--- src/shared/ebrt_map.svh ---
`ifndef EBRT_MAP_SVH
`define EBRT_MAP_SVH

// ============================================================
// Register offsets and fields.
`define EBRT_ADDR_W        8
`define EBRT_OFF_MODE      8'h00
`define EBRT_OFF_COUNT     8'h04
`define EBRT_OFF_IRQ_REQ   8'h08
`define EBRT_OFF_IRQ_EN    8'h0C
`define EBRT_OFF_EDGE      8'h10
`define EBRT_WORD_MASK     8'hFC
`define EBRT_MODE_RSVD     4'hF

// ============================================================
// Reset values and codes.
`define EBRT_COUNT_RST     8'h00
`define EBRT_RELOAD_RST    8'h00
`define EBRT_SRC_RST       3'h0
`define EBRT_AUTO_RST      1'h0
`define EBRT_EDGE_RST      1'h0
`define EBRT_SRC_EVENT     3'h7
`define EBRT_COUNT_MAX     8'hFF
`define EBRT_RESP_OKAY     2'h0
`define EBRT_RESP_SLVERR   2'h2

`endif

--- src/shared/ebrt_pkg.sv ---
package ebrt_pkg;

	// ============================================================
	// Core state of the timer and its bus slave.
	typedef struct packed {
		logic        autoReload;
		logic [2:0]  srcSel;
		logic [7:0]  count;
		logic [7:0]  reload;
		logic        ovfFlag;
		logic        ovfEnable;
		logic        edgeRising;
		logic        cpuIrq;
		logic        awHeld;
		logic [7:0]  awAddr;
		logic        wHeld;
		logic [7:0]  wData;
		logic        wStrb0;
		logic        awready;
		logic        wready;
		logic        bvalid;
		logic [1:0]  bresp;
		logic        arready;
		logic        rvalid;
		logic [31:0] rdata;
		logic [1:0]  rresp;
	} ebrt_core_t;

	// ============================================================
	// State of the count tick selector.
	typedef struct packed {
		logic pinPrev;
		logic tick;
	} ebrt_tick_t;

endpackage

--- src/hw/ebrt_count_tick.sv ---
`timescale 1ns/1ps
`include "ebrt_map.svh"

module ebrt_count_tick (
	// Clock and reset.
	input  wire logic       clock,
	input  wire logic       rst,
	// Count sources.
	input  wire logic [6:0] prescTick,
	input  wire logic       eventInputPin,
	// Selection.
	input  wire logic [2:0] srcSel,
	input  wire logic       edgeRising,
	// Result.
	output logic            countTick
);

	ebrt_pkg::ebrt_tick_t state_ff;
	ebrt_pkg::ebrt_tick_t nxt_state;
	logic                 pinEdge;

	// ============================================================
	// Source selection.
	// The pin edge is taken from one stored sample, so a pin held high through reset reads as a rising edge once.
	assign pinEdge = edgeRising ? (eventInputPin & ~state_ff.pinPrev) : (~eventInputPin & state_ff.pinPrev);

	always_comb begin
		nxt_state         = state_ff;
		nxt_state.pinPrev = eventInputPin;
		if (srcSel == `EBRT_SRC_EVENT) begin
			nxt_state.tick = pinEdge;
		end else begin
			nxt_state.tick = prescTick[srcSel];
		end
	end

	always_ff @(posedge clock or posedge rst) begin
		if (rst) begin
			state_ff <= '0;
		end else begin
			state_ff <= nxt_state;
		end
	end

	assign countTick = state_ff.tick;
endmodule

--- src/hw/ebrt_timer.sv ---
// Added by the designer: the AXI4-Lite interface to the registers and the register offsets.
`timescale 1ns/1ps
`include "ebrt_map.svh"

module ebrt_timer (
	// Clock and reset.
	input  wire logic        clock,
	input  wire logic        rst,
	// AXI4-Lite write address and data.
	input  wire logic [7:0]  awaddr,
	input  wire logic        awvalid,
	output logic             awready,
	input  wire logic [31:0] wdata,
	input  wire logic [3:0]  wstrb,
	input  wire logic        wvalid,
	output logic             wready,
	// AXI4-Lite write response.
	output logic [1:0]       bresp,
	output logic             bvalid,
	input  wire logic        bready,
	// AXI4-Lite read.
	input  wire logic [7:0]  araddr,
	input  wire logic        arvalid,
	output logic             arready,
	output logic [31:0]      rdata,
	output logic [1:0]       rresp,
	output logic             rvalid,
	input  wire logic        rready,
	// Count sources.
	input  wire logic [6:0]  prescTick,
	input  wire logic        eventInputPin,
	// Interrupt request to the CPU.
	output logic             cpuIrq
);

	ebrt_pkg::ebrt_core_t state_ff;
	ebrt_pkg::ebrt_core_t nxt_state;
	logic                 countTick;
	logic                 doWrite;
	logic                 doRead;
	logic                 overflow;
	logic [7:0]           wAddrWord;
	logic [7:0]           rAddrWord;

	// ============================================================
	// Count source.
	ebrt_count_tick i_ebrt_count_tick (
		.clock         (clock),
		.rst           (rst),
		.prescTick     (prescTick),
		.eventInputPin (eventInputPin),
		.srcSel        (state_ff.srcSel),
		.edgeRising    (state_ff.edgeRising),
		.countTick     (countTick)
	);

	assign doWrite   = state_ff.awHeld & state_ff.wHeld & ~state_ff.bvalid;
	assign doRead    = arvalid & state_ff.arready;
	assign wAddrWord = state_ff.awAddr & `EBRT_WORD_MASK;
	assign rAddrWord = araddr & `EBRT_WORD_MASK;
	// A tick that meets a counter write is dropped, so it must not raise the flag either.
	assign overflow  = countTick & (state_ff.count == `EBRT_COUNT_MAX)
		& ~(doWrite & (wAddrWord == `EBRT_OFF_COUNT) & state_ff.wStrb0);

	// ============================================================
	// Next state.
	always_comb begin
		nxt_state = state_ff;

		// Counting. A reload write in the same cycle as a tick wins and the tick is dropped.
		if (countTick) begin
			if (state_ff.count == `EBRT_COUNT_MAX) begin
				nxt_state.count = state_ff.autoReload ? state_ff.reload : `EBRT_COUNT_RST;
			end else begin
				nxt_state.count = state_ff.count + 8'h01;
			end
		end

		// Write address and data are taken in either order.
		if (awvalid && state_ff.awready) begin
			nxt_state.awHeld = 1'b1;
			nxt_state.awAddr = awaddr;
		end
		if (wvalid && state_ff.wready) begin
			nxt_state.wHeld  = 1'b1;
			nxt_state.wData  = wdata[7:0];
			nxt_state.wStrb0 = wstrb[0];
		end

		nxt_state.bresp = state_ff.bresp;
		if (doWrite) begin
			nxt_state.awHeld = 1'b0;
			nxt_state.wHeld  = 1'b0;
			nxt_state.bvalid = 1'b1;
			nxt_state.bresp  = `EBRT_RESP_OKAY;
			case (wAddrWord)
				`EBRT_OFF_MODE: begin
					if (state_ff.wStrb0) begin
						nxt_state.autoReload = state_ff.wData[7];
						nxt_state.srcSel     = state_ff.wData[2:0];
					end
				end
				`EBRT_OFF_COUNT: begin
					if (state_ff.wStrb0) begin
						nxt_state.reload = state_ff.wData;
						nxt_state.count  = state_ff.wData;
					end
				end
				`EBRT_OFF_IRQ_REQ: begin
					if (state_ff.wStrb0 && state_ff.wData[0]) begin
						nxt_state.ovfFlag = 1'b0;
					end
				end
				`EBRT_OFF_IRQ_EN: begin
					if (state_ff.wStrb0) begin
						nxt_state.ovfEnable = state_ff.wData[0];
					end
				end
				`EBRT_OFF_EDGE: begin
					if (state_ff.wStrb0) begin
						nxt_state.edgeRising = state_ff.wData[0];
					end
				end
				default: begin
					nxt_state.bresp = `EBRT_RESP_SLVERR;
				end
			endcase
		end else if (state_ff.bvalid && bready) begin
			nxt_state.bvalid = 1'b0;
		end

		// Overflow comes after the clear so that a set in the clearing cycle is kept.
		if (overflow) begin
			nxt_state.ovfFlag = 1'b1;
		end
		nxt_state.cpuIrq = nxt_state.ovfFlag & nxt_state.ovfEnable;

		// Reads never touch the counter, so counting carries on undisturbed.
		if (doRead) begin
			nxt_state.rvalid = 1'b1;
			nxt_state.rresp  = `EBRT_RESP_OKAY;
			case (rAddrWord)
				`EBRT_OFF_MODE: begin
					nxt_state.rdata = {24'h000000, state_ff.autoReload, `EBRT_MODE_RSVD, state_ff.srcSel};
				end
				`EBRT_OFF_COUNT: begin
					nxt_state.rdata = {24'h000000, state_ff.count};
				end
				`EBRT_OFF_IRQ_REQ: begin
					nxt_state.rdata = {31'h00000000, state_ff.ovfFlag};
				end
				`EBRT_OFF_IRQ_EN: begin
					nxt_state.rdata = {31'h00000000, state_ff.ovfEnable};
				end
				`EBRT_OFF_EDGE: begin
					nxt_state.rdata = {31'h00000000, state_ff.edgeRising};
				end
				default: begin
					nxt_state.rdata = 32'h00000000;
					nxt_state.rresp = `EBRT_RESP_SLVERR;
				end
			endcase
		end else if (state_ff.rvalid && rready) begin
			nxt_state.rvalid = 1'b0;
		end

		// One write and one read at a time: readies drop while an answer is pending.
		nxt_state.awready = ~nxt_state.awHeld & ~nxt_state.bvalid;
		nxt_state.wready  = ~nxt_state.wHeld & ~nxt_state.bvalid;
		nxt_state.arready = ~nxt_state.rvalid;
	end

	// ============================================================
	// State register.
	always_ff @(posedge clock or posedge rst) begin
		if (rst) begin
			state_ff            <= '0;
			state_ff.autoReload <= `EBRT_AUTO_RST;
			state_ff.srcSel     <= `EBRT_SRC_RST;
			state_ff.count      <= `EBRT_COUNT_RST;
			state_ff.reload     <= `EBRT_RELOAD_RST;
			state_ff.edgeRising <= `EBRT_EDGE_RST;
		end else begin
			state_ff <= nxt_state;
		end
	end

	assign awready = state_ff.awready;
	assign wready  = state_ff.wready;
	assign bvalid  = state_ff.bvalid;
	assign bresp   = state_ff.bresp;
	assign arready = state_ff.arready;
	assign rvalid  = state_ff.rvalid;
	assign rdata   = state_ff.rdata;
	assign rresp   = state_ff.rresp;
	assign cpuIrq  = state_ff.cpuIrq;
endmodule

--- config.mk ---
export PLATFORM = sky130hd
export DESIGN_NAME = ebrt_timer
export DESIGN_NICKNAME = d
export VERILOG_FILES = /design/src/shared/ebrt_pkg.sv /design/src/hw/ebrt_count_tick.sv /design/src/hw/ebrt_timer.sv
export VERILOG_INCLUDE_DIRS = /design/src /design/src/shared
export SDC_FILE = /design/constraint.sdc
export NUM_CORES = 1
export LEC_CHECK = 0
export BUFFER_PORTS_ARGS = -buffer_cell sky130_fd_sc_hd__buf_2
export CAP_MARGIN = 20
export CORE_MARGIN = 2
export CORE_UTILIZATION = 45
export CTS_BUF_LIST = sky130_fd_sc_hd__clkbuf_16
export DETAILED_ROUTE_END_ITERATION = 8
export PLACE_DENSITY = 0.77
export SYNTH_ARGS = -nofsm -noshare
export SYNTH_HDL_FRONTEND = slang
export SYNTH_SLANG_ARGS = --single-unit
export TNS_END_PERCENT = 50
--- constraint.sdc ---
create_clock -name clock -period 1.95 [get_ports clock]
set_input_delay 0.0975 -clock clock [delete_from_list [all_inputs] [get_ports clock]]
set_output_delay 0.0975 -clock clock [all_outputs]
set_load 0.05 [all_outputs]
# Word-level counts from Yosys, hierarchy flattened
# Cells that the tools add are included.
# word_totals
regBits	86
word_cells	95
out_inout_bits	42
# op_classes
order_cmp	1
bitwise_logic	20
reduce_logical	12
n_eq_ne	10
mux	28
n_addsub	1
# op_table
op	n
case mux 8 bit (5 select lines)	1
2-to-1 mux 16 bit	2
equality test 6 x 2 -> 1 bit (second input constant)	4
2-to-1 mux 8 bit	3
2-to-1 mux 19 bit	1
logical NOT 8 bit	2
2-to-1 mux 1 bit	16
bitwise AND 1 bit	12
equality test 6 x 1 -> 1 bit (second input constant)	2
equality test 6 x 3 -> 1 bit (second input constant)	2
2-to-1 mux 10 bit	1
OR reduction 5 bit	2
2-to-1 mux 9 bit	1
AND reduction 3 bit	3
adder 8 x 1 -> 8 bit (second input constant)	1
equality test 8 bit (second input constant)	1
inverter 1 bit	8
logical AND 1 bit	5
< comparator 3 x 4 -> 1 bit (second input constant)	1
2-to-1 mux 2 bit	2
binary-select mux 1 bit (select 3 bit)	1
equality test 3 bit (second input constant)	1

# Logic depth before layout (Yosys ltp)
# logic_depth
ltp_word	8
depth_mapped	7
mapped_depth_nobuf	5

# Hierarchy
# Synthesis repeated with hierarchy kept, for this count alone.
# hier_totals
cells_unflattened	279
hier_area_um2	2951.6
# modules_own_cells
mod	cells_each	instances	seq_area_each_um2	area_per_inst_um2
ebrt_timer	265	1	1401.3	2810.2
ebrt_count_tick	14	1	50.0	141.4

# Worst setup path after synthesis
# No wires, ideal clock.
# synth_path
path_kind	register to register
from	register state_ff (netlist bit bvalid)
to	register state_ff[73] (netlist bit)
t_arrival_ns	1.743
path_buffers	1
stages_incl_launch_ff	6
path_slack_ns	0.112
required_time_ns	1.855
synth_period_minus_slack_ns	1.838
cell_sequence	dfrtp_1 > or4bb_1 > nor4b_4 > buf_6 > nand2_1 > o31ai_1
# synth_lines
element	line	rtl
start: declaration	ebrt_timer.sv:36	ebrt_pkg::ebrt_core_t state_ff;
start signal: assignment	ebrt_timer.sv:184	state_ff <= nxt_state;

# Final worst setup path
# layout_path
from	register state_ff[55] (netlist bit)
to	register, netlist name state_ff[80]
# layout_via
elab_chain_len	2
# layout_rtl
element	line	rtl
logical NOT 8 bit	ebrt_timer.sv:96	case (wAddrWord)
AND reduction 3 bit (no line)	--	
# Every way passes these cells.
# A chain may end at the register's enable or synchronous reset.

==> qor.yml <==
fin_skew_ns: 0.006891
reg2reg_to: "state_ff[80]"
syn_inst: 279
pwr-share-comb_pct: 30.0
worst_hold_path.num_cells: 2
leakagePower_nw: 1.690
die-area_mm2: 0.007191
ys_async_sr_fraction_pct: 100.0
status: "complete, no violations"
place_hpwl_um: 4179
ys_warn_count: 0
drc: 0
layout_common_cells: "dfrtp_1 (58), buf_2 (51), nand2_1 (40), conb_1 (26), mux2_2 (24)"
crit_path_start_kind: "flop"
pwr-share-clk_pct: 26.7
ant_nets: 0
ys.flop_type: "dfrtp_1"
fin_crit_sh_pct: 92.03
setup_tns_ns: 0
firstDrtPassIters: 4
yosysSeqAreaShare_pct: 49.40
highest_layer: "met4"
grt-ovfl-total: 0
rows: 29
worstSetupPathType: "reg -> reg"
preCtsSetupSlack_ns: 0.2085
layout-drive-gt1-share_pct: 30.09
cts_tree: "yes"
hold_end: "state_ff[55]"
max_stage_delay_ns: 0.52
cp.arrival_ns: 2.00
worstSkewPairLatency_ns: 0.32
cts-resized-gates: 0
r2r_setup_slack_ns: 0.16
avgSynthCellArea_um2: 10.53
synthToLayoutAreaGrowth_pct: 17.04
power_density_mw_per_mm2: 1424
grt_pass1_wl_um: 9963
grt_pass1_vias: 2133
rr_worst_depth: 3
wl_per_cell_um: 14.12
dr_wl_met2_um: 3002
htreeDepth: 3
multi_input_comb_area_mm2: 0.001247
postLayoutCellArea_mm2: 0.003438
min_path_type: "in -> reg"
num_io_pins: 109
wl_met3_um: 346
antenna_found_initial: 0
swShare_pct: 36.53
period_needed_ns: 1.795
peakVddDrop_v: 0.001002
timing.final.max_slew_violations: 0
final_core_util_pct: 54.15
cp_cell_sequence: "nor4bb_1, nand3_1, mux2_2"
dr_total_vias: 2169
core_mm2: 0.006350
worstMarginPinSlew_ns: 0.6737
sequentialPowerShare_pct: 43.3
power.internal_mw: 3.108
port_buffers: 51
place_area_mm2: 0.003126
n_fill_cell: 558
drt-met1-wl_um: 2381
ys_seq_elements: 58
whs_ns: 0.01191
power.switching_mw: 1.789
slowest_stage: "nor4bb_1"
seqCellArea_mm2: 0.001451
grt_max_degree: 34
vias_per_cell: 5.214
slew-limit-headroom_pct: 55.02
clockRootBuffer: "clkbuf_16"
diodes: 0
layout_commonest_cell: "dfrtp_1"
cts.sinks: 58
critPathRequiredTime_ns: 2.15
clkSlewWorstSetupHoldPaths_ns: 0.05
timing.rr.start: "state_ff[55]"
final_nets: 402
hold_viol_final: 0
cp_max_fo: 5
fmax_mhz: 557.2
hold_start: "awaddr[4]"
clk_path_buf_depth: 2
syn_area_mm2: 0.002938
grt_usage_pct: 18.17
yosys.cell_types.count: 49
numCtsBuffers: 9
die_y_um: 84.80
drt-total-wl_um: 5872
rsz0062_at_grt: "no"
cp_top_family: "simple AND/OR/NAND/NOR gates"
cp-end-kind: "flop"
place_congestion: 0.8963
synth-edff-count: 0
critical_path_buf_inv_count: 0
maxCapViolCount: 0
drt-initial-drc-count: 130
start_util_pct: 46.27
setup_viol: 0
fin_ws_ns: 0.1554
fp.dieW_um: 84.80
## layout make-up
cell class	instances	share of cell area (%)
sequential	58	42.21
multi-input combinational	196	36.28
timing repair buffer	65	10.92
clock buffer	9	6.550
tap	77	2.802
clock inverter	7	0.8006
inverter	4	0.4367
## layer usage
metal  vias up  global-route usage [%]
met4         0                   9.524
met5         -                       0
met3        12                   6.293
met2        78                   30.35
li1       1038                       -
met1      1041                   20.50
## how the worst max path moves through the flow
stage | start | endpoint | slack [ns] | cells past startpoint
4_1_cts | state_ff[56] | cpuIrq | 0.16 | 3
6_report | state_ff[55] | state_ff[80] | 0.16 | 3
3_5_place_dp | state_ff[56] | cpuIrq | 0.21 | 3
3_3_place_gp | state_ff[56] | cpuIrq | 0.24 | 3
5_1_grt | state_ff[72] | state_ff[72] | 0.06 | 5
2_1_floorplan | bvalid | state_ff[73] | 0.11 | 5
## through the flow
step	power (mW)	instances
floorplan	3.233	304
global placement	3.502	394
detailed placement	3.583	394
CTS	4.938	416
global route	5.205	416
finish	4.897	416
## state kept, by name, summed over array words and instances (netlist names)
name                         cells
rvalid                           1
i_ebrt_count_tick.state_ff       1
rdata                            8
i_ebrt_count_tick.countTick      1
rresp                            1
arready                          1
state_ff                        40
bvalid                           1
awready                          1
cpuIrq                           1
wready                           1
bresp                            1
## Yosys cell counts (2+ instances only)
library cell | instances | area (um^2)
mux2_2 | 24 | 270.3
o21ai_0 | 19 | 95.09
inv_1 | 4 | 15.01
a22o_1 | 3 | 26.28
buf_4 | 36 | 270.3
nand4_1 | 8 | 50.05
o211ai_1 | 3 | 22.52
a31oi_1 | 2 | 12.51
and4_1 | 2 | 17.52
nor2b_1 | 2 | 12.51
nor2_1 | 13 | 48.80
clkbuf_1 | 7 | 26.28
buf_2 | 2 | 10.01
mux4_2 | 2 | 45.04
a41o_1 | 2 | 20.02
nand2_1 | 40 | 150.1
dfrtp_1 | 58 | 1451
nand3_1 | 9 | 45.04
or2_2 | 2 | 12.51
a21oi_1 | 7 | 35.03
mux2i_1 | 5 | 50.05
and3_1 | 2 | 12.51
## cell families (layout without fill, tap and decap cells)
kind of cell             count (synthesis)  in the layout  share of synthesized area (%)
AND/OR/NAND/NOR                         91             91                          16.14
flip-flops                              58             58                          49.40
AO/OA/AOI/OAI                           46             46                          9.839
adder cells (fa/ha/maj)                  1              1                         0.4258
XOR/XNOR                                 1              1                         0.2982
other                                    1             26                         0.1276
buffers and inverters                   50             85                          11.33
multiplexers                            31             31                          12.44
## power groups by stage
| stage | Sequential [mW] | Combinational, mW | Clock, mW |
|---|---|---|---|
| global route | 2.19 | 1.62 | 1.39 |
| finish | 2.12 | 1.47 | 1.31 |
| floorplan | 2.08 | 1.16 | 0 |
| global placement | 2.10 | 1.40 | 0 |
| CTS | 2.12 | 1.48 | 1.34 |
| detailed placement | 2.13 | 1.45 | 0 |
## what timing repair did
action | in CTS | in global routing
hold endpoints to repair | 35 | 0
endpoints found under the setup margin | 0 | 0
setup buffers | 0 | 0
hold buffers | 6 | 0
(Power assumes the default switching activity.)
